$ cat src/design/hsr_map.svh
// register offsets, field positions and reset values of the haptic status readback bank
`ifndef HSR_MAP_SVH
`define HSR_MAP_SVH

`define HSR_ADDR_STATUS     8'h01
`define HSR_ADDR_IRQ_MASK   8'h02
`define HSR_ADDR_IMPEDANCE  8'h03
`define HSR_ADDR_SUPPLY     8'h04
`define HSR_ADDR_PER_UPPER  8'h05
`define HSR_ADDR_PER_LOWER  8'h06
`define HSR_ADDR_MODE_CFG   8'h07

`define HSR_MASK_RESET      8'h18
`define HSR_MODE_CFG_RESET  8'h54
`define HSR_ZERO8           8'h00

`define HSR_FLAG_OC         0
`define HSR_FLAG_THERM      1
`define HSR_FLAG_UV         2
`define HSR_FLAG_DONE       3
`define HSR_STATUS_DONE_BIT 3

`define HSR_CFG_AVG_OFF     6
`define HSR_CFG_PIN_LO      2
`define HSR_CFG_PIN_HI      3

`define HSR_UPPER_RSVD_HI   7
`define HSR_UPPER_RSVD_LO   2

`define HSR_PIN_FUNC_IRQ    2'h2
`define HSR_PERIOD_STEP_NS  24390

`endif

$ cat src/design/hsr_pkg.sv
// types shared by the haptic status readback bank
`default_nettype none
package hsr_pkg;
	typedef logic [7:0] hsr_byte_t;
	typedef logic [9:0] hsr_period_t;
	typedef enum logic [1:0] {
		HSR_PIN_PULSE,
		HSR_PIN_LEVEL,
		HSR_PIN_IRQ,
		HSR_PIN_RSVD
	} hsr_pin_func_e;
	typedef enum {
		HSR_LIVE,
		HSR_FROZEN
	} hsr_lock_e;
endpackage : hsr_pkg
`default_nettype wire

$ cat src/design/hsr_status_regs.sv
// status, mask, impedance, supply and resonance period registers of the haptic driver
//
// How it works
// - five-bit mask, reset 24, interrupt mode only
// - mask bits 0,1 block overcurrent, thermal
// - mask bits 2,3 block undervoltage, done
// - mask bits 7:5 reserved, writable, reset zero
// - impedance loaded when diagnostics complete
// - supply reading follows supply measurement
// - supply reading updates only during playback
// - 10-bit period split upper/lower, reset zero
// - upper read freezes both until lower read
// - playback end releases freeze
// - one count is 24.39 microseconds
// - period samples taken only while playback active
// - status flags sticky, clear on read
// - interrupt mode pin is open drain
// - optional mean of last four periods
`default_nettype none
`include "hsr_map.svh"
module hsr_status_regs #(
	parameter int PERIOD_STEP_NS = `HSR_PERIOD_STEP_NS,
	parameter int AVG_DEPTH      = 4
) (
	input  wire logic                 ref_clk_in,
	input  wire logic                 arst_n_in,
	// register port
	input  wire logic                 reg_wr_in,
	input  wire logic                 reg_rd_in,
	input  wire hsr_pkg::hsr_byte_t   reg_addr_in,
	input  wire hsr_pkg::hsr_byte_t   reg_wdata_in,
	output hsr_pkg::hsr_byte_t        reg_rdata_out,
	// events from the engine
	input  wire logic                 overcurrent_evt_in,
	input  wire logic                 thermal_evt_in,
	input  wire logic                 undervoltage_evt_in,
	input  wire logic                 process_done_evt_in,
	input  wire logic                 playback_active_in,
	input  wire logic                 diag_done_in,
	input  wire hsr_pkg::hsr_byte_t   impedance_meas_in,
	input  wire hsr_pkg::hsr_byte_t   supply_meas_in,
	input  wire logic                 period_valid_in,
	input  wire hsr_pkg::hsr_period_t period_meas_in,
	// trigger_irq_pin, open drain
	input  wire logic                 trigger_irq_pin_in,
	output logic                      trigger_irq_pin_out,
	output logic                      trigger_irq_pin_oe_out,
	output logic                      trigger_pin_is_input_out
);
	// ---------------------------------------------------------------
	// elaboration check
	// ---------------------------------------------------------------
	initial begin
		if (PERIOD_STEP_NS < 1) begin
			$error("hsr_status_regs: PERIOD_STEP_NS must be positive");
		end
	end

	// ---------------------------------------------------------------
	// state
	// ---------------------------------------------------------------
	hsr_pkg::hsr_byte_t   mask_q;
	hsr_pkg::hsr_byte_t   cfg_q;
	hsr_pkg::hsr_byte_t   impedance_result_q;
	hsr_pkg::hsr_byte_t   supply_reading_q;
	hsr_pkg::hsr_period_t resonance_period_count_q;
	logic [5:0]           upper_rsvd_q;
	logic [3:0]           flags_q;
	logic [3:0]           flags_d;
	hsr_pkg::hsr_lock_e   lock_q;
	hsr_pkg::hsr_lock_e   lock_d;
	logic                 playback_q;

	// ---------------------------------------------------------------
	// address decode
	// ---------------------------------------------------------------
	function automatic logic hit(input hsr_pkg::hsr_byte_t a, input hsr_pkg::hsr_byte_t ref_a);
		return a == ref_a;
	endfunction : hit

	wire logic rd_status_w    = reg_rd_in && hit(reg_addr_in, `HSR_ADDR_STATUS);
	wire logic rd_upper_w     = reg_rd_in && hit(reg_addr_in, `HSR_ADDR_PER_UPPER);
	wire logic rd_lower_w     = reg_rd_in && hit(reg_addr_in, `HSR_ADDR_PER_LOWER);
	wire logic wr_mask_w      = reg_wr_in && hit(reg_addr_in, `HSR_ADDR_IRQ_MASK);
	wire logic wr_cfg_w       = reg_wr_in && hit(reg_addr_in, `HSR_ADDR_MODE_CFG);
	wire logic wr_upper_w     = reg_wr_in && hit(reg_addr_in, `HSR_ADDR_PER_UPPER);
	wire logic playback_end_w = playback_q && !playback_active_in;

	wire logic [1:0] pin_func_w = cfg_q[`HSR_CFG_PIN_HI:`HSR_CFG_PIN_LO];
	wire logic irq_mode_w = pin_func_w == `HSR_PIN_FUNC_IRQ;
	wire logic [3:0] irq_src_w = flags_q & ~mask_q[3:0];
	wire logic pin_low_w = irq_mode_w && (|irq_src_w);

	// ---------------------------------------------------------------
	// period averaging
	// ---------------------------------------------------------------
	logic                 avg_valid_w;
	hsr_pkg::hsr_period_t avg_period_w;

	hsr_period_avg #(
		.DEPTH(AVG_DEPTH)
	) u_avg (
		.ref_clk_in      (ref_clk_in),
		.arst_n_in       (arst_n_in),
		.sample_valid_in (period_valid_in && playback_active_in),
		.sample_in       (period_meas_in),
		.averaging_off_in(cfg_q[`HSR_CFG_AVG_OFF]),
		.result_valid_out(avg_valid_w),
		.result_out      (avg_period_w)
	);

	// ---------------------------------------------------------------
	// next state of flags and freeze
	// ---------------------------------------------------------------
	// sticky, clear on read; a same-cycle event wins
	wire logic [3:0] evt_w = {process_done_evt_in, undervoltage_evt_in,
				  thermal_evt_in, overcurrent_evt_in};
	assign flags_d = (rd_status_w ? 4'h0 : flags_q) | evt_w;

	// freeze on upper read, release on lower read or playback end
	always_comb begin
		lock_d = lock_q;
		unique case (lock_q)
			hsr_pkg::HSR_LIVE:   if (rd_upper_w && !rd_lower_w) lock_d = hsr_pkg::HSR_FROZEN;
			hsr_pkg::HSR_FROZEN: if (rd_lower_w || playback_end_w) lock_d = hsr_pkg::HSR_LIVE;
		endcase
	end

	// ---------------------------------------------------------------
	// read data mux
	// ---------------------------------------------------------------
	hsr_pkg::hsr_byte_t rdata_w;
	always_comb begin
		unique case (reg_addr_in)
			`HSR_ADDR_STATUS:    rdata_w = {4'h0, flags_q};
			`HSR_ADDR_IRQ_MASK:  rdata_w = mask_q;
			`HSR_ADDR_IMPEDANCE: rdata_w = impedance_result_q;
			`HSR_ADDR_SUPPLY:    rdata_w = supply_reading_q;
			// upper bits 9:8, reserved 7:2 writable
			`HSR_ADDR_PER_UPPER: rdata_w = {upper_rsvd_q, resonance_period_count_q[9:8]};
			`HSR_ADDR_PER_LOWER: rdata_w = resonance_period_count_q[7:0];
			`HSR_ADDR_MODE_CFG:  rdata_w = cfg_q;
			default:             rdata_w = `HSR_ZERO8;
		endcase
	end

	// ---------------------------------------------------------------
	// control registers
	// ---------------------------------------------------------------
	// mask is fully writable, resets to 24
	always_ff @(posedge ref_clk_in or negedge arst_n_in) begin
		if (!arst_n_in) begin
			mask_q       <= `HSR_MASK_RESET;
			cfg_q        <= `HSR_MODE_CFG_RESET;
			upper_rsvd_q <= '0;
		end else begin
			if (wr_mask_w) mask_q <= reg_wdata_in;
			if (wr_cfg_w)  cfg_q  <= reg_wdata_in;
			// reserved upper bits are plain storage; the period bits stay read-only
			if (wr_upper_w) upper_rsvd_q <= reg_wdata_in[`HSR_UPPER_RSVD_HI:`HSR_UPPER_RSVD_LO];
		end
	end

	// flags, freeze state and read data
	always_ff @(posedge ref_clk_in or negedge arst_n_in) begin
		if (!arst_n_in) begin
			flags_q       <= 4'h0;
			lock_q        <= hsr_pkg::HSR_LIVE;
			playback_q    <= 1'b0;
			reg_rdata_out <= `HSR_ZERO8;
		end else begin
			flags_q       <= flags_d;
			lock_q        <= lock_d;
			playback_q    <= playback_active_in;
			reg_rdata_out <= reg_rd_in ? rdata_w : reg_rdata_out;
		end
	end

	// ---------------------------------------------------------------
	// measurement registers
	// ---------------------------------------------------------------
	// whole-word captures keep a bus read from seeing a torn value
	always_ff @(posedge ref_clk_in or negedge arst_n_in) begin
		if (!arst_n_in) begin
			impedance_result_q       <= `HSR_ZERO8;
			supply_reading_q         <= `HSR_ZERO8;
			resonance_period_count_q <= '0;
		end else begin
			if (diag_done_in) impedance_result_q <= impedance_meas_in;
			if (playback_active_in) supply_reading_q <= supply_meas_in;
			if (avg_valid_w && lock_q == hsr_pkg::HSR_LIVE && !rd_upper_w) begin
				resonance_period_count_q <= avg_period_w;
			end
		end
	end

	// ---------------------------------------------------------------
	// trigger pin, open drain
	// ---------------------------------------------------------------
	// output level is always low; only the enable moves, so the pin never drives high
	always_ff @(posedge ref_clk_in or negedge arst_n_in) begin
		if (!arst_n_in) begin
			trigger_irq_pin_out      <= 1'b0;
			trigger_irq_pin_oe_out   <= 1'b0;
			trigger_pin_is_input_out <= 1'b1;
		end else begin
			trigger_irq_pin_out      <= 1'b0;
			// drive low while in interrupt mode with an unmasked flag set
			trigger_irq_pin_oe_out   <= pin_low_w;
			trigger_pin_is_input_out <= !irq_mode_w;
		end
	end

	// pin input is consumed by the playback engine outside this bank
	wire logic unused_w = trigger_irq_pin_in;
endmodule : hsr_status_regs
`default_nettype wire

$ cat src/design/hsr_period_avg.sv
// running mean of the last four measured resonance periods
`default_nettype none
`include "hsr_map.svh"
module hsr_period_avg #(
	parameter int DEPTH = 4
) (
	input  wire logic                 ref_clk_in,
	input  wire logic                 arst_n_in,
	input  wire logic                 sample_valid_in,
	input  wire hsr_pkg::hsr_period_t sample_in,
	input  wire logic                 averaging_off_in,
	output logic                      result_valid_out,
	output hsr_pkg::hsr_period_t      result_out
);
	// ---------------------------------------------------------------
	// elaboration check
	// ---------------------------------------------------------------
	// the mean is a plain shift, so only a power of two depth works
	initial begin
		if (DEPTH < 2 || (DEPTH & (DEPTH - 1)) != 0) begin
			$error("hsr_period_avg: DEPTH must be a power of two");
		end
	end

	localparam int SHIFT = $clog2(DEPTH);
	localparam int SUM_W = 10 + SHIFT;

	hsr_pkg::hsr_period_t hist_q [DEPTH];
	logic [SUM_W-1:0]     sum_w;

	// sum of the newest sample and the newest DEPTH-1 history entries
	always_comb begin
		sum_w = SUM_W'(sample_in);
		for (int i = 0; i < DEPTH - 1; i++) begin
			sum_w = sum_w + SUM_W'(hist_q[i]);
		end
	end

	// ---------------------------------------------------------------
	// history shift register, preloaded with zero
	// ---------------------------------------------------------------
	// mean of four
	always_ff @(posedge ref_clk_in or negedge arst_n_in) begin
		if (!arst_n_in) begin
			for (int i = 0; i < DEPTH; i++) hist_q[i] <= '0;
			result_out       <= '0;
			result_valid_out <= 1'b0;
		end else begin
			result_valid_out <= sample_valid_in;
			if (sample_valid_in) begin
				hist_q[0] <= sample_in;
				for (int i = 1; i < DEPTH; i++) hist_q[i] <= hist_q[i-1];
				result_out <= averaging_off_in ? sample_in : sum_w[SUM_W-1:SHIFT];
			end
		end
	end
endmodule : hsr_period_avg
`default_nettype wire

$ cat config.mk
export PLATFORM = sky130hd
export DESIGN_NAME = hsr_status_regs
export DESIGN_NICKNAME = d
export VERILOG_FILES = /design/src/design/hsr_pkg.sv /design/src/design/hsr_status_regs.sv /design/src/design/hsr_period_avg.sv
export VERILOG_INCLUDE_DIRS = /design/src /design/src/design
export SDC_FILE = /design/constraint.sdc
export NUM_CORES = 1
export LEC_CHECK = 0
export ABC_AREA = 1
export BUFFER_PORTS_ARGS = -buffer_cell sky130_fd_sc_hd__clkbuf_2
export CORE_ASPECT_RATIO = 0.9
export CORE_UTILIZATION = 64
export CTS_CLUSTER_SIZE = 20
export DETAILED_ROUTE_END_ITERATION = 6
export GPL_ROUTABILITY_DRIVEN = 0
export PLACE_DENSITY = 0.9
export SYNTH_ARGS = -nofsm -noshare
export SYNTH_HDL_FRONTEND = slang
export SYNTH_SLANG_ARGS = --single-unit
export TNS_END_PERCENT = 5
$ cat constraint.sdc
create_clock -name ref_clk_in -period 5.65 [get_ports ref_clk_in]
set_clock_uncertainty 0.1 [all_clocks]
set_input_delay 1.13 -clock ref_clk_in [delete_from_list [all_inputs] [get_ports ref_clk_in]]
set_output_delay 1.13 -clock ref_clk_in [all_outputs]
set_load 0.05 [all_outputs]
Yosys cells after proc, flatten, opt, wreduce, memory -nomap -nowiden
Cells that the tools add are included.

Flip-flop bits (word level): 136. Logic and storage cells: 61. Output and inout bits: 11. Input port bits: 54.

Bitwise operators: 3. Add/sub/neg operators: 3. Eq/ne operators: 11. Multiplexer cells: 6. Reductions and logical operators: 21.

Operators by type and width (count): zero test 32 bit (2); 2-to-1 mux 32 bit (2); case mux 32 bit (2 select lines) (1); case mux 8 bit (7 select lines) (1); equality test 32 x 1 -> 1 bit (second input constant) (1); equality test 8 x 3 -> 1 bit (second input constant) (4); adder 12 x 10 -> 12 bit (2); equality test 8 x 2 -> 1 bit (second input constant) (2); logical AND 1 bit (12); adder 10 x 10 -> 11 bit (1); 2-to-1 mux 10 bit (1); equality test 8 x 1 -> 1 bit (second input constant) (1); bitwise AND 4 bit (1); zero test 1 bit (4); 2-to-1 mux 4 bit (1); inequality test 2 bit (second input constant) (2); NOT 4 bit (1); OR 4 bit (1); OR reduction 4 bit (1); equality test 2 bit (second input constant) (1); AND reduction 2 bit (1); logical OR 1 bit (1).

Depth between registers and ports, before layout
Depth in word-level cells: 6. Gate-level depth with buffers: 20. Mapped depth without buffers: 20.

Modules after synthesis
Synthesis repeated with hierarchy kept, for this count alone.

Cell total of the unflattened synthesis: 732. Area, all modules: 5948.2 µm².

By module, submodules not included: hsr_status_regs (cells each 372, area each 3156.8 µm², times used 1, seq. area each 1609.0 µm²); hsr_period_avg (cells each 360, area each 2791.4 µm², times used 1, seq. area each 1026.0 µm²).

Least setup slack after synthesis
Ideal clock, no wire load.

Kind: in2reg. From: input period_meas_in[0]. To: register u_avg.result_out[7]. Library setup time: 0.117 ns. Required time: 5.433 ns. Buffers on the path: 0. Arrival time: 3.649 ns. Slack: 1.784 ns. Stages on the path: 14. Cell sequence: ha_1 > fa_1 > a31o_2 > xnor2_1 > fa_1 > inv_1 > ha_1 > nand2_1 > o21ai_1 > nand3_1 > nand3_1 > nand3_1 > nand2_1 > nand2_1.

Longest elaborated chain between the ends: 4.

Ends and longest elaborated chain: start, declared (RTL line hsr_status_regs.sv:43) `input wire hsr_pkg::hsr_period_t period_meas_in,`; adder 10 x 10 -> 11 bit (RTL line hsr_period_avg.sv:35) `sum_w = sum_w + SUM_W'(hist_q[i]);`; adder 12 x 10 -> 12 bit (2 in a row) (RTL line hsr_period_avg.sv:35); 2-to-1 mux 10 bit (RTL line hsr_period_avg.sv:53) `result_out <= averaging_off_in ? sample_in : sum_w[SUM_W-1:SHIFT];`; end signal, assigned (RTL line hsr_period_avg.sv:53); end, declared (RTL line hsr_period_avg.sv:13) `output hsr_pkg::hsr_period_t result_out`.

Every way passes these cells. A chain may end at the register's enable or synchronous reset.

Worst setup path after layout
Ends and elaborated chain as after synthesis.

==> flow_metrics.py <==
metrics = {
    "synth": {
        "synthMuxAreaShare_pct": 0.767,
        "synth-compound-area-share_pct": 11.7,
        "synth.net_count": 827,
        "synthTopCellsByArea": "dfrtp_1, nand2_1, inv_1, nand3_1, o21ai_0",
        "synth_top_family_by_area": "simple AND/OR/NAND/NOR gates",
        "yosysSeqAreaShare_pct": 44.9,
        "yosys_warnings": 0,
        "post-synth-top-area-cell": "dfrtp_1",
        "synthCells": 742,
        "synth_fa_ha_area_share_pct": 8.01,
        "yosysUniqueCellTypes": 42,
        "postSynthAreaPerCell_um2": 7.92,
        "synth-xor-area-share_pct": 1.04,
        "synth_edf_count": 0,
        "syn-cell-area_um2": 5870,
        "synth_seq_cells": 105,
        "synthSimpleGateAreaFrac_pct": 24.3,
        "ys.flop_type": "dfrtp_1",
        "synthArstFlopShare_pct": 100,
        "synth_top_area_share_pct": 42.2,
    },
    "detailed_routing": {
        "via_per_inst": 5.54,
        "drc": 0,
        "post_drt_wl_per_cell_um": 14.2,
        "first_iter_violations": 316,
        "wl_met2_mm": 6.04,
        "m1WireLength_mm": 5.89,
        "wl_met3_um": 794,
        "dr_total_vias": 5092,
        "dr.pass1.iters": 5,
        "drtAntennaViolNets": 0,
        "routed_wl_mm": 13.0,
        "dr.max_layer_used": "met4",
    },
    "critical_path": {
        "crit_slowest_cell": "fa_1",
        "crit_required_ns": 5.87,
        "critPathLaunchType": "primary input",
        "reg2reg_from": "u_avg.hist_q[30]",
        "crit_arrival_ns": 4.25,
        "crit_fanout": 5,
        "path_cells": "clkbuf_2 > ha_1 > fa_1 > a31o_2 > xnor2_1 > fa_1 > inv_1 > ha_1 > nand2_1 > o21ai_1 > nand3_1 > nand2_1 > nand2_1 > nand3_1 > nand2_1 > nand2_1",
        "cp_slowest_stage_delay_ns": 0.49,
        "end_kind": "flop",
        "cp.buffers_inverters": 2,
        "path_class": "in -> reg",
        "crit_top_cell": "nand2_1",
        "critPathTopFamily": "adder cells",
        "crit_start": "period_meas_in[0]",
    },
    "power_and_ir_drop": {
        "irDropWorstVdd_mv": 0.242,
        "p_leak_nw": 3.51,
        "p_total_mw": 2.25,
        "cellPowerDensity_nw_per_um2": 349,
    },
    "cts": {
        "cts_sinks": 105,
        "hold_buffers": 0,
        "cts_made_buffers": 9,
        "cts_tree": "yes",
        "post_cts_buffers": 0,
        "post_cts_resized": 0,
        "clockBufferDepth": 2,
        "clk_latency_ns": 0.37,
        "cts-root-buf": "clkbuf_8",
        "cts.clk_slew.worst_paths_ns": 0.10,
        "cts_max_level": 3,
    },
    "global_route": {
        "grt_pass1_vias": 4990,
        "grt_usage_pct": 30.3,
        "grt_max_degree": 65,
        "grt_pass1_wl_mm": 22.4,
        "overflow": 0,
        "antenna_found_initial": 0,
    },
    "cells_and_area": {
        "fillers": 658,
        "drive_gt1_share_pct": 14.1,
        "final_cell_mix": "nand2_1, inv_1, dfrtp_1",
        "seq_area_um2": 2640,
        "nNetsFinal": 880,
        "area_growth_pct": 9.56,
        "multi_input_area_um2": 2690,
        "diodes": 0,
        "mostFrequentLayoutCell": "nand2_1",
    },
    "place": {
        "hpwlAfterDp_mm": 9.50,
        "dp_slack_ns": 1.31,
        "port_buffers": 62,
    },
    "sta": {
        "holdWs_ns": 0.388,
        "fin_crit_ns": 4.03,
        "rsz0062_at_grt": "false",
        "finalCritPeriodShare_pct": 71.4,
        "hold_violations": 0,
        "tns_ns": 0,
        "worst_pin_slew_ns": 0.935,
        "worst_slack_ns": 1.62,
        "fmax_ghz": 0.248,
        "drv_slew": 0,
        "setup_viol": 0,
        "maxSlewHeadroom_pct": 37.5,
    },
    "worst_hold_path": {
        "hold_path.class": "reg -> reg",
        "worstHoldStart": "resonance_period_count_q[7]",
    },
    "die": {
        "die_area_um2": 9570,
        "start_util_pct": 67.3,
        "io_pins": 65,
        "die_w_um": 103,
        "coreArea_um2": 8730,
        "die_h_um": 92.9,
        "rows": 32,
    },
    "job": {
        "maxCapViolations": 0,
    },
    "outcome": {
        "status": "finished, final reports clean",
    },
}
==> cells in the mapped netlist, types with 5 or more instances <==
library cell / n
buf_2: 10
dfrtp_1: 99
o21ai_0: 59
o21ai_1: 17
xor2_1: 5
o21bai_1: 8
nand3_1: 61
ha_1: 20
dfstp_2: 6
inv_1: 109
o21ai_2: 8
a21oi_1: 24
nor2_1: 39
nand2_1: 214
clkbuf_1: 8
fa_1: 11
==> flip-flops by register name (all words and copies together), names as in the netlist <==
signal and flops:
mask_q 8, u_avg.result_valid_out 1, playback_q 1, trigger_pin_is_input_out 1, impedance_result_q 8, supply_reading_q 8, u_avg.result_out 10, resonance_period_count_q 10
reg_rdata_out 8, cfg_q 8, upper_rsvd_q 6, trigger_irq_pin_oe_out 1, lock_q 1, flags_q 4, u_avg.hist_q 30
==> area by class of cell <==
class / count / share of cell area (%)
clock buffers: 10 / 1.98
clock inverters: 6 / 1.17
inverters: 114 / 6.67
multi-input cells: 501 / 41.8
flip-flops and latches: 105 / 40.9
well taps: 119 / 2.31
repair buffers: 64 / 5.09
==> power breakdown <==
| group | total, mW | leakage [nW] | switching [mW] | internal (mW) |
|---|---|---|---|---|
| Clock | 0.486 | 0.104 | 0.274 | 0.212 |
| Combinational | 0.824 | 2.10 | 0.521 | 0.303 |
| Sequential | 0.939 | 1.31 | 0.0664 | 0.873 |
| Total | 2.25 | 3.51 | 0.861 | 1.39 |
==> stage by stage <==
step	utilization (%)	area, um2	std cells
2_1_floorplan	-	5870	742
3_3_place_gp	71.4	6230	903
3_5_place_dp	71.4	6230	903
4_1_cts	73.7	6440	919
5_1_grt	73.7	6440	919
6_report	73.7	6440	919
==> path summary, 6_finish.rpt <==
check,slack (ns),cells after the start,end
min,0.39,2,resonance_period_count_q[7]
max reg2reg,2.09,15,u_avg.result_out[7]
max,1.62,16,u_avg.result_out[7]
max in group asynchronous,3.64,2,cfg_q[4]
min in group asynchronous,0.71,1,u_avg.hist_q[11]
min reg2reg,0.39,2,resonance_period_count_q[7]
==> per-layer routing <==
layer,GRT usage (%),vias to the layer above
met2,47.3,181
met3,6.94,33
met1,41.8,2431
met4,10.3,0
li1,-,2447
met5,0,-
==> cells by family (layout without fill, tap and decap cells) <==
| family | Yosys count | after routing |
|---|---|---|
| AND/OR/NAND/NOR | 334 | 334 |
| AO/OA/AOI/OAI | 124 | 124 |
| other | 1 | 1 |
| adder cells (fa/ha/maj) | 31 | 31 |
| XOR/XNOR | 7 | 7 |
| buffers and inverters | 136 | 194 |
| multiplexers | 4 | 4 |
| flip-flops | 105 | 105 |
==> worst register-to-register path, stage by stage (launching register included) <==
cell and delay (ns):
dfrtp_1 0.40, ha_1 0.27, fa_1 0.49, a31o_2 0.29, xnor2_1 0.14, fa_1 0.48, inv_1 0.04, ha_1 0.34
nand2_1 0.07, o21ai_1 0.31, nand3_1 0.19, nand2_1 0.14, nand2_1 0.06, nand3_1 0.07, nand2_1 0.07, nand2_1 0.05
Power figures use the tool's default switching activity.
